**config.mk**
```make
export PLATFORM = sky130hd
export DESIGN_NAME = ppm_link_ctrl
export DESIGN_NICKNAME = d
export VERILOG_FILES = /design/src/ppm_pkg.sv /design/src/ppm_link_ctrl.sv
export SDC_FILE = /design/constraint.sdc
export NUM_CORES = 1
export LEC_CHECK = 0
export ABC_AREA = 1
export BUFFER_PORTS_ARGS = -buffer_cell sky130_fd_sc_hd__buf_4
export CORE_ASPECT_RATIO = 0.9
export CORE_UTILIZATION = 50
export DETAILED_ROUTE_END_ITERATION = 10
export PLACE_DENSITY = 0.74
export REMOVE_ABC_BUFFERS = 1
export SYNTH_ARGS = -nofsm -noshare
export SYNTH_HDL_FRONTEND = slang
export SYNTH_SLANG_ARGS = --single-unit
export TNS_END_PERCENT = 5
```
**constraint.sdc**
```tcl
create_clock -name clk -period 8.5 [get_ports clk]
set_input_delay 0.85 -clock clk [delete_from_list [all_inputs] [get_ports clk]]
set_output_delay 0.85 -clock clk [all_outputs]
set_load 0.05 [all_outputs]
```
**src/ppm_pkg.sv**
```systemverilog
// package: register map, field layout, reset values and link carriers of the pma link block
package ppm_pkg;
  // register byte offsets on the apb port
  localparam logic [11:0] OFF_TXDIS = 12'h000;
  localparam logic [11:0] OFF_EXTAB = 12'h004;
  localparam logic [11:0] OFF_ID_HI = 12'h008;
  localparam logic [11:0] OFF_ID_LO = 12'h00c;
  localparam logic [11:0] OFF_STAT = 12'h010;
  localparam logic [11:0] OFF_LCTRL = 12'h014;
  localparam logic [11:0] OFF_LSTAT = 12'h018;
  localparam logic [11:0] OFF_OPCTRL = 12'h01c;
  localparam logic [11:0] OFF_OPRES = 12'h020;
  localparam logic [11:0] OFF_ERRCNT = 12'h024;
  // link control field positions
  localparam int LC_START = 0;
  localparam int LC_HS_EN = 1;
  localparam int LC_CDOWN = 2;
  localparam int LC_IGN_HS = 3;
  localparam int LC_SUB_LSB = 4;
  localparam int LC_MODE_LSB = 8;
  // port subtypes and link-state codes
  localparam logic [1:0] SUB_OFFICE = 2'h0;
  localparam logic [1:0] SUB_REMOTE = 2'h1;
  localparam logic [3:0] SUB_SUPPORTED = 4'h3;
  localparam logic [3:0] MODE_SUPPORTED = 4'h3;
  localparam logic [2:0] LS_DOWN_QUIET = 3'h0;
  localparam logic [2:0] LS_INIT = 3'h1;
  localparam logic [2:0] LS_UP = 3'h2;
  localparam logic [2:0] LS_DOWN_TONES = 3'h4;
  // reset values
  localparam logic [1:0] RST_SUBTYPE = 2'h0;
  localparam logic [1:0] RST_MODE = 2'h0;
  localparam logic [4:0] RST_TXDIS = 5'h00;
  // operation timeout
  localparam longint OP_TIMEOUT_S = 10;
  localparam longint CLK_HZ = 100000000;
  localparam longint OP_TIMEOUT_CYC = OP_TIMEOUT_S * CLK_HZ;
  localparam int TMR_W = 30;
  localparam int ERR_W = 16;

  typedef struct packed {
    logic link_up;
    logic link_init;
    logic tones_det;
    logic [3:0] linked_port;
    logic [1:0] op_done;
    logic [1:0] op_ok;
    logic err_evt;
  } ppm_link_in_t;

  typedef struct packed {
    logic [3:0] lane_tx_en;
    logic tx_en;
    logic link_start;
    logic hs_tone_en;
    logic hs_answer_en;
    logic cleardown_cmd;
    logic [1:0] subtype;
    logic [1:0] mode;
    logic [1:0] op_start;
    logic [1:0] op_abort;
  } ppm_link_out_t;
endpackage

```
**src/ppm_link_ctrl.sv**
```systemverilog
// apb register bank and link-control logic of the pma management unit
// Notes on behaviour
// - lane bits 3..1 disable lanes 2..0
// - lane bit 4 disables lane 3
// - global bit stops all; enable needs all zero
// - extended ability register ignores writes
// - identifier built from vendor, model, revision
// - link status shows down while initializing
// - latching-low status holds low until read
// - link start forced one while up/initializing
// - handshake enable reloads by subtype on down
// - no handshake tones while enable zero
// - subtype writes need support and link down
// - cleardown write issues cleardown command
// - device self-clears cleardown bit, also reset
// - cleardown accepted only in down-ready state
// - ignore bit suppresses answering handshake tones
// - unsupported mode-select writes are discarded
// - linked-port bits zero when not up
// - link-state code 001, 000, 100
// - get/send bits one while running
// - ten second timeout ends op, failed
// - start while down completes failed at once
// - result bits hold latest op outcome
// - result bits clear on read, reset
// - error counter clears on read, reset
// - error counter saturates at all ones
`timescale 1ns/100ps
`default_nettype none
module ppm_link_ctrl #(
  parameter longint OP_TIMEOUT_CYCLES = ppm_pkg::OP_TIMEOUT_CYC,
  parameter logic [21:0] VENDOR_ORG_IDENTIFIER = 22'h00abcd, // arbitrary value
  parameter logic [5:0] MODEL_NUM = 6'h05, // arbitrary value
  parameter logic [3:0] REV_NUM = 4'h1, // arbitrary value
  parameter logic [15:0] EXT_ABILITY = 16'h0001
) (
  input wire logic clk,
  input wire logic rst,
  input wire logic psel,
  input wire logic penable,
  input wire logic pwrite,
  input wire logic [11:0] paddr,
  input wire logic [31:0] pwdata,
  input wire logic [3:0] pstrb,
  output logic [31:0] prdata,
  output logic pready,
  output logic pslverr,
  input wire ppm_pkg::ppm_link_in_t link_in,
  output ppm_pkg::ppm_link_out_t link_out
);
  typedef struct packed {
    logic [4:0] txdis;
    logic link_start;
    logic hs_en;
    logic cdown;
    logic ign_hs;
    logic [1:0] subtype;
    logic [1:0] mode;
    logic stat_latch;
    logic prev_down;
    logic [1:0] busy;
    logic [1:0] res;
    logic [1:0][ppm_pkg::TMR_W-1:0] tmr;
    logic [ppm_pkg::ERR_W-1:0] errcnt;
    logic [1:0] start;
    logic [1:0] abort;
    logic [31:0] rdata;
    logic err;
  } ppm_state_t;

  localparam logic [ppm_pkg::TMR_W-1:0] TMR_LAST = ppm_pkg::TMR_W'(OP_TIMEOUT_CYCLES - 1);

  ppm_state_t state_reg;
  ppm_state_t state_next;
  logic down;
  logic [2:0] lstate;
  logic rd_setup;
  logic wr_acc;
  logic [31:0] rd_val;
  logic rd_hit;

  function automatic logic hit(input logic [11:0] a, input logic [11:0] off);
    hit = (a[11:2] == off[11:2]);
  endfunction

  function automatic logic in_mask(input logic [3:0] m, input logic [1:0] v);
    in_mask = m[v];
  endfunction

  assign down = !link_in.link_up && !link_in.link_init;
  assign rd_setup = psel && !penable && !pwrite;
  // writes commit only at the access edge, as the master holds the request
  assign wr_acc = psel && penable && pwrite;

  always_comb begin
    if (link_in.link_init) begin
      lstate = ppm_pkg::LS_INIT;
    end else if (link_in.link_up) begin
      lstate = ppm_pkg::LS_UP;
    end else if (link_in.tones_det) begin
      lstate = ppm_pkg::LS_DOWN_TONES;
    end else begin
      lstate = ppm_pkg::LS_DOWN_QUIET;
    end
  end

  always_comb begin
    rd_val = 32'h0000_0000;
    rd_hit = 1'b1;
    if (hit(paddr, ppm_pkg::OFF_TXDIS)) begin
      rd_val = {27'h0, state_reg.txdis};
    end else if (hit(paddr, ppm_pkg::OFF_EXTAB)) begin
      rd_val = {16'h0, EXT_ABILITY};
    end else if (hit(paddr, ppm_pkg::OFF_ID_HI)) begin
      rd_val = {16'h0, VENDOR_ORG_IDENTIFIER[21:6]};
    end else if (hit(paddr, ppm_pkg::OFF_ID_LO)) begin
      rd_val = {16'h0, VENDOR_ORG_IDENTIFIER[5:0], MODEL_NUM, REV_NUM};
    end else if (hit(paddr, ppm_pkg::OFF_STAT)) begin
      rd_val = {31'h0, state_reg.stat_latch};
    end else if (hit(paddr, ppm_pkg::OFF_LCTRL)) begin
      rd_val = {22'h0, state_reg.mode, 2'h0, state_reg.subtype, state_reg.ign_hs,
        state_reg.cdown, state_reg.hs_en, state_reg.link_start};
    end else if (hit(paddr, ppm_pkg::OFF_LSTAT)) begin
      // linked-port bits are meaningless until the link is up
      rd_val = {24'h0, link_in.link_up ? link_in.linked_port : 4'h0, 1'b0, lstate};
    end else if (hit(paddr, ppm_pkg::OFF_OPCTRL)) begin
      rd_val = {30'h0, state_reg.busy};
    end else if (hit(paddr, ppm_pkg::OFF_OPRES)) begin
      rd_val = {30'h0, state_reg.res};
    end else if (hit(paddr, ppm_pkg::OFF_ERRCNT)) begin
      rd_val = {16'h0, state_reg.errcnt};
    end else begin
      rd_hit = 1'b0;
    end
  end

  always_comb begin
    state_next = state_reg;
    state_next.cdown = 1'b0;
    state_next.start = 2'h0;
    state_next.abort = 2'h0;
    // read data and clear-on-read side effects happen at the setup edge
    if (psel && !penable) begin
      state_next.err = !rd_hit;
      state_next.rdata = pwrite ? 32'h0000_0000 : rd_val;
    end
    // latching low: a low event sticks, a read reloads the current level
    if (rd_setup && hit(paddr, ppm_pkg::OFF_STAT)) begin
      state_next.stat_latch = link_in.link_up;
    end else if (!link_in.link_up) begin
      state_next.stat_latch = 1'b0;
    end
    if (rd_setup && hit(paddr, ppm_pkg::OFF_OPRES)) begin
      state_next.res = 2'h0;
    end
    if (rd_setup && hit(paddr, ppm_pkg::OFF_ERRCNT)) begin
      state_next.errcnt = '0;
    end
    if (link_in.err_evt) begin
      // an event in the clearing cycle counts as the first of the new run
      if (rd_setup && hit(paddr, ppm_pkg::OFF_ERRCNT)) begin
        state_next.errcnt = ppm_pkg::ERR_W'(1);
      end else if (state_reg.errcnt != '1) begin
        state_next.errcnt = state_reg.errcnt + ppm_pkg::ERR_W'(1);
      end
    end
    if (wr_acc && hit(paddr, ppm_pkg::OFF_TXDIS) && pstrb[0]) begin
      state_next.txdis = pwdata[4:0];
    end
    // extended ability and identifier have no storage, so writes fall away
    if (wr_acc && hit(paddr, ppm_pkg::OFF_LCTRL)) begin
      if (pstrb[0]) begin
        if (down) begin
          state_next.link_start = pwdata[ppm_pkg::LC_START];
        end
        state_next.hs_en = pwdata[ppm_pkg::LC_HS_EN];
        if (pwdata[ppm_pkg::LC_CDOWN] && lstate == ppm_pkg::LS_DOWN_QUIET) begin
          state_next.cdown = 1'b1;
        end
        state_next.ign_hs = pwdata[ppm_pkg::LC_IGN_HS];
        if (down && in_mask(ppm_pkg::SUB_SUPPORTED, pwdata[ppm_pkg::LC_SUB_LSB +: 2])) begin
          state_next.subtype = pwdata[ppm_pkg::LC_SUB_LSB +: 2];
        end
      end
      if (pstrb[1] && in_mask(ppm_pkg::MODE_SUPPORTED, pwdata[ppm_pkg::LC_MODE_LSB +: 2])) begin
        state_next.mode = pwdata[ppm_pkg::LC_MODE_LSB +: 2];
      end
    end
    if (!down) begin
      state_next.link_start = 1'b1;
    end
    state_next.prev_down = down;
    if (down && !state_reg.prev_down) begin
      state_next.hs_en = (state_next.subtype == ppm_pkg::SUB_REMOTE);
    end
    for (int i = 0; i < 2; i++) begin
      if (state_reg.busy[i]) begin
        state_next.tmr[i] = state_reg.tmr[i] + ppm_pkg::TMR_W'(1);
        if (link_in.op_done[i]) begin
          state_next.busy[i] = 1'b0;
          state_next.res[i] = link_in.op_ok[i];
        end else if (state_reg.tmr[i] == TMR_LAST) begin
          state_next.busy[i] = 1'b0;
          state_next.res[i] = 1'b0;
          state_next.abort[i] = 1'b1;
        end
      end else if (wr_acc && hit(paddr, ppm_pkg::OFF_OPCTRL) && pstrb[0] && pwdata[i]) begin
        if (!link_in.link_up) begin
          state_next.res[i] = 1'b0;
        end else begin
          state_next.busy[i] = 1'b1;
          state_next.tmr[i] = '0;
          state_next.start[i] = 1'b1;
        end
      end
    end
  end

  always_ff @(posedge clk or posedge rst) begin
    if (rst) begin
      state_reg <= '0;
      state_reg.txdis <= ppm_pkg::RST_TXDIS;
      state_reg.subtype <= ppm_pkg::RST_SUBTYPE;
      state_reg.mode <= ppm_pkg::RST_MODE;
      state_reg.hs_en <= (ppm_pkg::RST_SUBTYPE == ppm_pkg::SUB_REMOTE);
      state_reg.prev_down <= 1'b1;
    end else begin
      state_reg <= state_next;
    end
  end

  assign prdata = state_reg.rdata;
  assign pready = 1'b1;
  assign pslverr = psel && penable && state_reg.err;

  always_comb begin
    link_out.lane_tx_en = ~state_reg.txdis[4:1] & {4{!state_reg.txdis[0]}};
    link_out.tx_en = (state_reg.txdis == 5'h00);
    link_out.link_start = state_reg.link_start;
    link_out.hs_tone_en = state_reg.hs_en;
    link_out.hs_answer_en = !state_reg.ign_hs;
    link_out.cleardown_cmd = state_reg.cdown;
    link_out.subtype = state_reg.subtype;
    link_out.mode = state_reg.mode;
    link_out.op_start = state_reg.start;
    link_out.op_abort = state_reg.abort;
  end
endmodule
`default_nettype wire

```
=== Word level (Yosys, flattened, before mapping) ===
Index checks and enable logic that the tools add are counted.

* Add/subtract/negate cells: 3
* Magnitude comparators: 2
* Eq/ne operators: 16
* Mux-type cells: 76
* Bitwise logic cells: 2
* Reductions and logical operators: 43

{| class="wikitable"
|+ Operator list
! cell !! number
|-
| 16-bit 2-to-1 mux || 14
|-
| 30-bit 2-to-1 mux || 5
|-
| 30-bit by 1-bit adder with 30-bit output, second input constant || 2
|-
| 30-bit equality test, second input constant || 2
|-
| 1-bit 2-to-1 mux || 45
|-
| 10-bit by 3-bit equality test with 1-bit output, second input constant || 4
|-
| 32-bit 2-to-1 mux || 1
|-
| 10-bit by 2-bit equality test with 1-bit output, second input constant || 2
|-
| 10-bit by 4-bit equality test with 1-bit output, second input constant || 2
|-
| 1-bit logical AND || 20
|-
| 16-bit by 1-bit adder with 16-bit output, second input constant || 1
|-
| 16-bit != test, second input constant || 1
|-
| 2-bit AND reduction || 6
|-
| 2-bit nonzero test || 6
|-
| 10-bit by 1-bit equality test with 1-bit output, second input constant || 1
|-
| 10-bit logical NOT || 1
|-
| 3-bit 2-to-1 mux || 3
|-
| 1-bit logical NOT || 8
|-
| 8-bit 2-to-1 mux || 1
|-
| 2-bit by 3-bit < comparator with 1-bit output, second input constant || 2
|-
| 2-bit 2-to-1 mux || 3
|-
| 6-bit 2-to-1 mux || 1
|-
| 5-bit logical NOT || 1
|-
| 4-bit AND || 1
|-
| other kinds (7) || 9
|}

* Register bits: 132
* Bits of input ports: 65

=== Depth between registers and ports, before layout ===
Gate-level depths: netlist of run 1.

* Depth in word-level cells: 12
* Mapped depth: 12
* Depth with buffers taken out: 12

=== Least setup slack after synthesis of run 1 ===
OpenSTA, ideal clock, no wires.

* Path kind: reg2out
* Start: register state_reg[127] in the netlist's numbering
* End: output link_out[12] in the netlist's numbering
* Data arrival time: 1.936 ns
* Required time: 7.650 ns
* Slack: 5.714 ns
* Stages on the path, launching flop included: 4
* Buffers on the path: 0
* Cells stage by stage: dfrtp_1 nor2_1 nand3_1 nor2_1

{| class="wikitable"
|+ RTL lines
! item !! RTL line !! source
|-
| start: declaration || ppm_link_ctrl.sv:73 || <nowiki>ppm_state_t state_reg;</nowiki>
|-
| start signal: assignment || ppm_link_ctrl.sv:228 || <nowiki>state_reg <= state_next;</nowiki>
|-
| end: declaration || ppm_link_ctrl.sv:49 || <nowiki>output ppm_pkg::ppm_link_out_t link_out</nowiki>
|}

=== Worst setup path in the final report of run 1 ===
* Start: register state_reg[116] in the netlist's numbering
* End: register state_reg[94] in the netlist's numbering

* Cells in the longest elaborated chain, start to end: 2
* Elaborated cells on any way between the ends: 4
* Those cells by class: 1 x mux; 3 x reduce/logical

{| class="wikitable"
|+ RTL lines
! item
|-
| 2-bit nonzero test (no source line)
|-
| 2-bit AND reduction (no source line)
|}

Several ways; a longest one is shown, not always the timed one.
A chain may end at the register's enable or synchronous reset.

==> run metrics, run 1 <==
status finished clean; Top Layer Used met4; post_cts resized 0; vias in the first global route between 5000 and 6000; Post-Synth Simple-Gate Area a little over a third; Detail Route Antenna Nets 0; CTS tree done; Post-CTS Setup Inserts 0; measured slew at the worst slew-check pin 0.829 ns; grt total ovfl 0; Crit Reg-Reg Startpoint state_reg[116]; first-pass GRT wire length 28700 µm; min-delay src prdata[9]; Setup crit end kind flop; FF-to-FF End state_reg[94]; GR Util All Layers 24.7%; synthesis-to-finish area growth 15.3%; CP peak stage delay roughly 0.75 ns; PD cells 205 nW/µm²; share of the synthesized area in the top cell type 40.2%; largest family of logic cells by synthesized area simple AND/OR/NAND/NOR gates; Static Leak ~0.0043 µW; worst skew pair latency 0.42 ns; Synth area leaders dfrtp_1 40%, nand2_1 13%, nand3_1 6.1%; largest net degree at the start of global routing 68; Reg2Reg Depth 9; CTS Buf Count 17; Synth top cells by count 252 x nand2_1, 115 x dfrtp_1, 113 x nor2_1; clk sinks 116; routed length per placed instance 13.5 µm; CP required approximately 8.8 ns; Post-Layout Cell Count 1245; std cell rows 41; Post-synth ARST share 100%; area share of fa/ha/maj cells after synthesis less than 1%; via count 6476; metal2 WL 7390 µm; fillers 1328; met3 wire length between 1000 and 1500 µm; 1st-pass router iterations 5; Die H 116 µm; Post-synth EDFFs 0; gpl congestion 0.906; hold depth 2; Die ar. 14800 µm²; WP buf/inv 2; dpl hpwl 12700 µm; Reg clk slew, reported paths ~0.05 ns; Slew HR 44.8%; hold endpoint prdata[9]; highest-delay cell along the critical path dfrtp_1; initial antenna violation count 0; prevailing post-synth register cell dfrtp_1; Post-Syn Instances a little under 1000; crit path DAT 2.71 ns; setup TNS 0 ns; crit path kind reg -> reg; skew final approximately 0.0037 ns; Hold WC Path Type reg -> reg; Reg area between 2000 and 3000 µm²; Starting Density 51.1%; Final Hold Fails 0; Slew Limit Fails 0; xor/xnor share of the synthesized area 2.32%; maximum fanout along the worst path 16; Multi-input gate area about 3500 µm²; Reg2Reg Setup Slack 6.09 ns; multiplexer share of the synthesized area 0%; Synth area leader dfrtp_1; Max Clock Freq 415 MHz; Starting DRT DRC Count 573; # port buffers 70; Ant. Diodes 0; # setup viols final 0; io pins 116; RSZ-0062 raised after global routing false; most used cell, CP nand3_1; Yosys cell types 48; period utilisation layout 28.4%; clock root buffer clkbuf_16; Post-Syn Area per Cell between 7 and 8 µm²; placed cells 1213; Clock Tree Buf Depth 2; Die Wd between 100 and 150 µm; crit path time final 2.41 ns; #FFs+latches synth 116; peak supply drop 0.000151 V; Synth Area in Compound Gates 8.74%; most common cell in the netlist nand2_1; Core Box Area 14000 µm²; max FFs per register 89; Largest delay share family, worst path simple AND/OR/NAND/NOR gates; Metal-1 WL about 8300 µm; H-tree Lvls 4; cts hold-fix bufs 0; DRC violation count after routing 0; nets 1107; post-synthesis cell area just over 7000 µm²; DR vias/cell 5.20; WL final 16900 µm; layout cells sized above 1 14.5%; startpoint types flop; max cap viols 0; synth warn 0; Seq/Total Area, Yosys between 40% and 50%; worst path cell trace inv_1, nor2_1, nand2_1, inv_1, nand3_1, nor2_1, nand3_1, nand3_1, o21ai_1
[cells in the final DEF, fill, tap and decap left out, types with 3 or more instances in the layout]
cell,n
a21oi_1,21
a22o_1,4
buf_4,71
bufinv_16,5
clkbuf_16,17
clkinv_2,6
clkinv_4,3
conb_1,17
dfrtp_1,115
ha_1,3
inv_1,111
inv_2,4
nand2_1,252
nand2_2,5
nand3_1,87
nand3_2,6
nand3b_1,3
nand4_1,26
nor2_1,113
nor2_2,7
nor2_4,5
nor3_1,28
nor4_1,11
o211ai_1,3
o21ai_0,52
o21ai_1,13
o22ai_1,6
or2_2,12
xor2_1,17
[kinds of logic (layout without fill, tap and decap cells)]
kind of cell             Yosys count  after routing
AND/OR/NAND/NOR                  565            565
flip-flops                       116            116
buffers and inverters            173            221
XOR/XNOR                          19             19
AO/OA/AOI/OAI                    111            111
adder cells (fa/ha/maj)            3              3
other                              2             17
[routing by layer]
layer	global-route usage, %	up-vias
met5	0	-
met4	8.00	0
met3	5.40	17
met2	37.5	176
met1	35.0	3019
li1	-	3264
[metrics by stage]
step                      utilization, %  area (µm²)  setup WS [ns]  power (µW)  hold slack, ns
final                               58.9        8250           6.09        1700           0.488
after detailed placement            54.3        7610           5.93         916           0.471
after global routing                58.9        8250           5.86        1780           0.499
after CTS                           58.9        8250           6.13        1700           0.488
after floorplan                        -        6830           4.58         840           0.444
after global placement              54.3        7610           5.94         911           0.468
[worst max-delay path by stage]
stage                              start            end  slack (ns)  cells past startpoint
final                     state_reg[116]  state_reg[94]        6.09                      9
after global routing      state_reg[116]  state_reg[94]        5.86                      9
after CTS                 state_reg[116]  state_reg[94]        6.13                      9
after detailed placement         penable  state_reg[51]        5.93                      8
after global placement           penable  state_reg[51]        5.94                      8
after floorplan                      rst    link_out[0]        4.58                      1
[power by group]
group	switching, µW	internal (µW)	leakage [µW]
clock network	259	525	0.000319
logic	165	83.0	0.00260
registers	60.7	602	0.00135
total	485	1210	0.00427
[cell type report]
class                   instances  area share, %
clock buffers                  18           5.32
multi-input cells             715           42.1
clock inverters                14           2.53
flip-flops and latches        116           35.2
well taps                     193           2.93
inverters                     118           5.44
repair buffers                 71           6.46
[worst reg2reg max path, stage by stage, from the launching register on]
cell and delay [ns]:
dfrtp_1 0.75, inv_1 0.42, nor2_1 0.31, nand2_1 0.08, inv_1 0.08, nand3_1 0.11
nor2_1 0.25, nand3_1 0.14, nand3_1 0.10, o21ai_1 0.06
No activity file was read; power rests on OpenSTA's default activity.
==> run 2: changes to the inputs <==
==> constraint.sdc (replaced) <==
create_clock -name clk -period 2.5 [get_ports clk]
set_input_delay 0.25 -clock clk [delete_from_list [all_inputs] [get_ports clk]]
set_output_delay 0.25 -clock clk [all_outputs]
set_load 0.05 [all_outputs]
==> run 2 against run 1 <==
Register-to-register slack worse by 5.5 ns. First-iteration DRC count rose by 11%. Die area unchanged. Sequential share of layout area hardly changed. Critical path type unchanged. Largest power group unchanged. Highest routed layer unchanged.
==> run metrics, run 2 (same netlist as run 1, synthesis figures left out) <==
status finished clean; clock root buffer clkbuf_16; RSZ-0062 raised after global routing false; Slew HR 52.4% (+7.6 points); Setup crit end kind flop; # setup viols final 0 (unchanged); Hold WC Path Type in -> reg; nets 1114 (+0.63%); Core Box Area 14000 µm² (unchanged); dpl ws 0.560 ns (-5.37 ns); std cell rows 41 (unchanged); vias in the first global route 6006 (+0.32%); PD cells 653 nW/µm² (+220%); gpl congestion 0.923 (+1.8%); Die ar. 14800 µm² (unchanged); crit path time final 1.92 ns (-0.493 ns); DR vias/cell 5.15 (-1.0%); max FFs per register 89 (unchanged); hold depth 2 (unchanged); most used cell, CP nand2_1; crit path DAT 2.22 ns (-0.49 ns); Post-Layout Cell Count 1252 (+0.56%); min-delay src link_in[9]; Starting DRT DRC Count 635 (+11%); fin util 58.9% (-0.080 points); layout cells sized above 1 14.8% (+0.28 points); GR Util All Layers 24.7% (+0.089 points); Slew Limit Fails 0 (unchanged); routed length per placed instance 13.5 µm (about the same); post_cts resized 0 (unchanged); Static Leak 0.00426 µW (-0.31%); Multi-input gate area 3480 µm² (unchanged); Crit Reg-Reg Startpoint state_reg[37]; worst path cell trace ha_1, nand3_1, nor2_1, nand2_1, nor2_2, nand2_1, nand2_2, inv_1, nand2_1, nand2_1, inv_1, nor2_1; period utilisation layout 76.7% (+48 points); WP depth 12 (+3); most frequent cells in the layout 252 x nand2_1, 115 x dfrtp_1, 113 x nor2_1; max cap viols 0 (unchanged); # port buffers 70 (unchanged); Max Clock Freq 522 MHz (+26%); CTS tree done; peak supply drop 0.000571 V (+280%); Reg2Reg Depth 12 (+3); CTS Buf Count 17 (unchanged); placed cells 1218 (+0.41%); via count 6446 (-0.46%); CP required 2.80 ns (-6.00 ns); H-tree Lvls 4 (unchanged); Clock Tree Buf Depth 2 (unchanged); Die H 116 µm (unchanged); Starting Density 51.1% (unchanged); crit path kind reg -> reg; clk sinks 116 (unchanged); setup slack after layout 0.582 ns (-5.51 ns); Reg2Reg Setup Slack 0.58 ns (-5.51 ns); 1st-pass router iterations 6 (+1); Final Hold Fails 0 (unchanged); hold endpoint link_out[8]; grt total ovfl 0 (unchanged); Die Wd 128 µm (unchanged); io pins 116 (unchanged); CP peak stage delay 0.43 ns (-0.32 ns); initial antenna violation count 0 (unchanged); Reg area 2900 µm² (unchanged); worst skew pair latency 0.42 ns (about the same); largest net degree at the start of global routing 57 (-16%); Detail Route Antenna Nets 0 (unchanged); startpoint types flop; Largest delay share family, worst path simple AND/OR/NAND/NOR gates; Reg clk slew, reported paths 0.05 ns (about the same); highest-delay cell along the critical path dfrtp_1; WP buf/inv 2 (unchanged); dpl hpwl 12800 µm (+1.0%); fillers 1252 (-5.7%); Ant. Diodes 0 (unchanged); most common cell after layout, fill and taps aside nand2_1; first-pass GRT wire length 28900 µm (+0.82%); skew final 0.00674 ns (+0.00302 ns); maximum fanout along the worst path 7 (-9); WL final 17000 µm (+0.58%); synthesis-to-finish area growth 15.1%; DRC violation count after routing 0 (unchanged); measured slew at the worst slew-check pin 0.714 ns (-0.115 ns); FF-to-FF End state_reg[42]
-- run 2: changes by cell type in the layout (fill, tap and decap cells not counted) --
| cell | previous run | this run |
|---|---|---|
| clkbuf_1 | 0 | 1 |
| dlygate4sd3_1 | 0 | 2 |
| buf_12 | 0 | 2 |
| clkinvlp_4 | 1 | 4 |
| bufinv_16 | 5 | 1 |
| buf_4 | 71 | 74 |
-- run 2: report_power, final --
part	switching, µW	leakage (µW)	total, µW	internal [µW]
sequential	211	0.00135	2260	2050
clock	887	0.000264	2270	1380
combinational	568	0.00265	859	290
-- run 2: repair_timing --
item / in CTS / in global routing
buffers inserted: 0 / 0
hold buffers: 2 / 0
endpoints found under the hold margin: 49 / 0
-- run 2: worst max-delay path by stage --
stage                   from            end  slack (ns)
2_1_floorplan            rst    link_out[0]       -0.82
3_3_place_gp         penable  state_reg[51]        0.57
3_5_place_dp         penable  state_reg[51]        0.56
4_1_cts        state_reg[37]  state_reg[42]        0.61
5_1_grt        state_reg[37]  state_reg[42]        0.34
6_report       state_reg[37]  state_reg[42]        0.58
-- run 2: metrics by stage --
step                setup TNS, ns  hold WS, ns  instance area (µm²)  total power, µW
finish                          0       0.0136                 8240             5390
global route                    0    0.0000491                 8240             5670
CTS                             0    0.0000890                 8240             5400
detailed placement              0        0.423                 7670             3130
global placement                0        0.426                 7670             3100
floorplan                  -94.39        0.298                 6830             2860
-- run 2: layout make-up --
class                           count  area share (%)
Timing Repair Buffer               78            7.47
Clock inverter                     13            1.35
Multi-Input combinational cell    715            42.2
Tap cell                          193            2.93
Clock buffer                       19            5.37
Sequential cell                   116            35.2
Inverter                          118            5.45
-- run 2: per-layer routing --
layer / routed length (µm) / share of wire [%] / GRT usage [%] / up-vias
met4: 143 / 0.84 / 6.75 / 0
met2: 7390 / 44 / 36.7 / 180
met1: 8620 / 51 / 36.4 / 2965
li1: - / - / - / 3286
met5: 0 / 0 / 0 / -
met3: 802 / 4.7 / 5.59 / 15
==> run 3: changes to the inputs <==
==> constraint.sdc (replaced) <==
create_clock -name clk -period 1.97 [get_ports clk]
set_input_delay 0.197 -clock clk [delete_from_list [all_inputs] [get_ports clk]]
set_output_delay 0.197 -clock clk [all_outputs]
set_load 0.05 [all_outputs]
==> run 3 against run 2 <==
Design area increased by 2.1%. Worst setup slack got worse by 0.48 ns. Flip-flop and latch count did not move. Non-clock buffer count grew 9. Power up 35%. Combinational power increased by 28%. Clock power up 45%. Utilization up 1.2 points. Hold slack better by 0.0098 ns. Sequential share of layout area fell by 0.73 points. Critical path depth fell by 5. Die area unchanged. Largest cell class unchanged.
==> run metrics, run 3 (same netlist as run 1, synthesis figures left out) <==
1st-pass router iterations 5 (-1); WL final 17300 µm (+2.3%); skew final 0.00609 ns (-0.000652 ns); clk sinks 116 (unchanged); Setup crit end kind flop; Largest delay share family, worst path simple AND/OR/NAND/NOR gates; Starting DRT DRC Count 560 (-12%); nets 1123 (+0.81%); measured slew at the worst slew-check pin 0.520 ns (-0.195 ns); routed length per placed instance 13.8 µm (+1.6%); Slew HR 65.4% (+13 points); RSZ-0062 raised after global routing true; Reg clk slew, reported paths 0.06 ns (about the same); Top Layer Used met4; via count 6512 (+1.0%); GR Util All Layers 25.2% (+0.44 points); max FFs per register 89 (unchanged); worst path cell trace ha_1, inv_1, nor2_1, nand2_1, nor4_1, a21oi_1, or2_2; Reg2Reg Depth 7 (-5); Die Wd 128 µm (unchanged); # setup viols final 0 (unchanged); DR vias/cell 5.16 (+0.30%); Slew Limit Fails 0 (unchanged); cell area after layout 8420 µm² (+2.1%); H-tree Lvls 4 (unchanged); most frequent cells in the layout 252 x nand2_1, 115 x dfrtp_1, 112 x nor2_1; WP depth 7 (-5); CTS Buf Count 17 (unchanged); Final Hold Fails 0 (unchanged); vias in the first global route 6182 (+2.9%); Clock Tree Buf Depth 2 (unchanged); Die ar. 14800 µm² (unchanged); startpoint types flop; crit path DAT 2.18 ns (-0.04 ns); CP required 2.27 ns (-0.53 ns); layout cells sized above 1 15.6% (+0.81 points); CP peak stage delay 0.39 ns (-0.04 ns); most common cell after layout, fill and taps aside nand2_1; gpl congestion 0.915 (-0.86%); met3 wire length 898 µm (+12%); grt total ovfl 0 (unchanged); Post-CTS Setup Inserts 0 (unchanged); WP buf/inv 1 (-1); first-pass GRT wire length 29300 µm (+1.5%); max cap viols 0 (unchanged); Max Clock Freq 534 MHz (+2.4%); Detail Route Antenna Nets 0 (unchanged); CTS tree done; maximum fanout along the worst path 4 (-3); Ant. Diodes 0 (unchanged); clock root buffer clkbuf_16; initial antenna violation count 0 (unchanged); period utilisation layout 95.0% (+18 points); std cell rows 41 (unchanged); Metal-1 WL 8540 µm (-0.92%); worst hold slack 0.0234 ns (+0.00981 ns); crit path kind reg -> reg; DRC violation count after routing 0 (unchanged); PD cells 862 nW/µm² (+32%); highest-delay cell along the critical path dfrtp_1; Area after DPL 7730 µm² (+0.78%); Static Leak 0.00434 µW (+2.0%); crit path time final 1.87 ns (-0.0455 ns); Die H 116 µm (unchanged); largest net degree at the start of global routing 46 (-19%); status finished clean; hold depth 2 (unchanged); Starting Density 51.1% (unchanged); synthesis-to-finish area growth 17.6%; Hold WC Path Type in -> reg; # port buffers 70 (unchanged); Core Box Area 14000 µm² (unchanged); metal2 WL 7680 µm (+4.0%); peak supply drop 0.000669 V (+17%); io pins 116 (unchanged); worst skew pair latency 0.42 ns (about the same); dpl hpwl 13100 µm (+2.3%)
run 3: changes by cell type in the layout (fill, tap and decap cells not counted):
cell,before,now
buf_4,74,82
bufinv_16,1,4
clkinv_2,6,3
nor2_4,5,8
nor2_2,7,5
clkbuf_8,1,2
clkinvlp_4,4,3
dlygate4sd3_1,2,3
nor2_1,113,112
nor3_1,28,27
nor3_2,1,2
run 3: final cells by class:
type	count	area [µm²]
fillers	1297	5590
multi-input cells	715	3500
flip-flops and latches	116	2900
repair buffers	87	686
clock buffers	20	457
inverters	118	449
well taps	193	241
clock inverters	12	179
run 3: power by group:
group | switching [µW] | total, µW | internal [µW] | leakage (µW)
combinational | 732 | 1100 | 373 | 0.00270
clock | 1110 | 3290 | 2180 | 0.000302
sequential | 272 | 2870 | 2600 | 0.00135
run 3: worst paths after layout:
path                                    start              to  slack [ns]
max in group asynchronous                 rst  state_reg[108]        0.98
worst max register to register  state_reg[53]  state_reg[115]         0.1
min in group asynchronous                 rst   state_reg[70]        0.37
worst min-delay path              link_in[11]  state_reg[117]        0.02
worst max-delay path            state_reg[53]  state_reg[115]         0.1
worst min register to register      prdata[0]       prdata[0]        0.48
run 3: routing by layer:
| metal | up-vias | global-route usage [%] |
|---|---|---|
| li1 | 3302 | - |
| met4 | 0 | 7.61 |
| met2 | 170 | 39.3 |
| met1 | 3017 | 35.5 |
| met3 | 23 | 5.12 |
| met5 | - | 0 |
run 3: what timing repair did:
action | in CTS | in global routing
hold buffers | 3 | 0
hold endpoints to repair | 37 | 0
resized for setup | 0 | 5
endpoints found under the setup margin | 0 | 12
run 3: per-stage QoR:
stage               std cells  power, µW  utilization (%)  worst slack (ns)  setup TNS (ns)
floorplan                 949       3630                -             -1.30         -149.89
global placement         1226       3950             55.2             0.140               0
detailed placement       1226       3980             55.2             0.126               0
CTS                      1261       7290             59.9             0.112               0
global route             1261       7610             60.1           -0.0353         -0.0520
finish                   1261       7260             60.1            0.0979               0
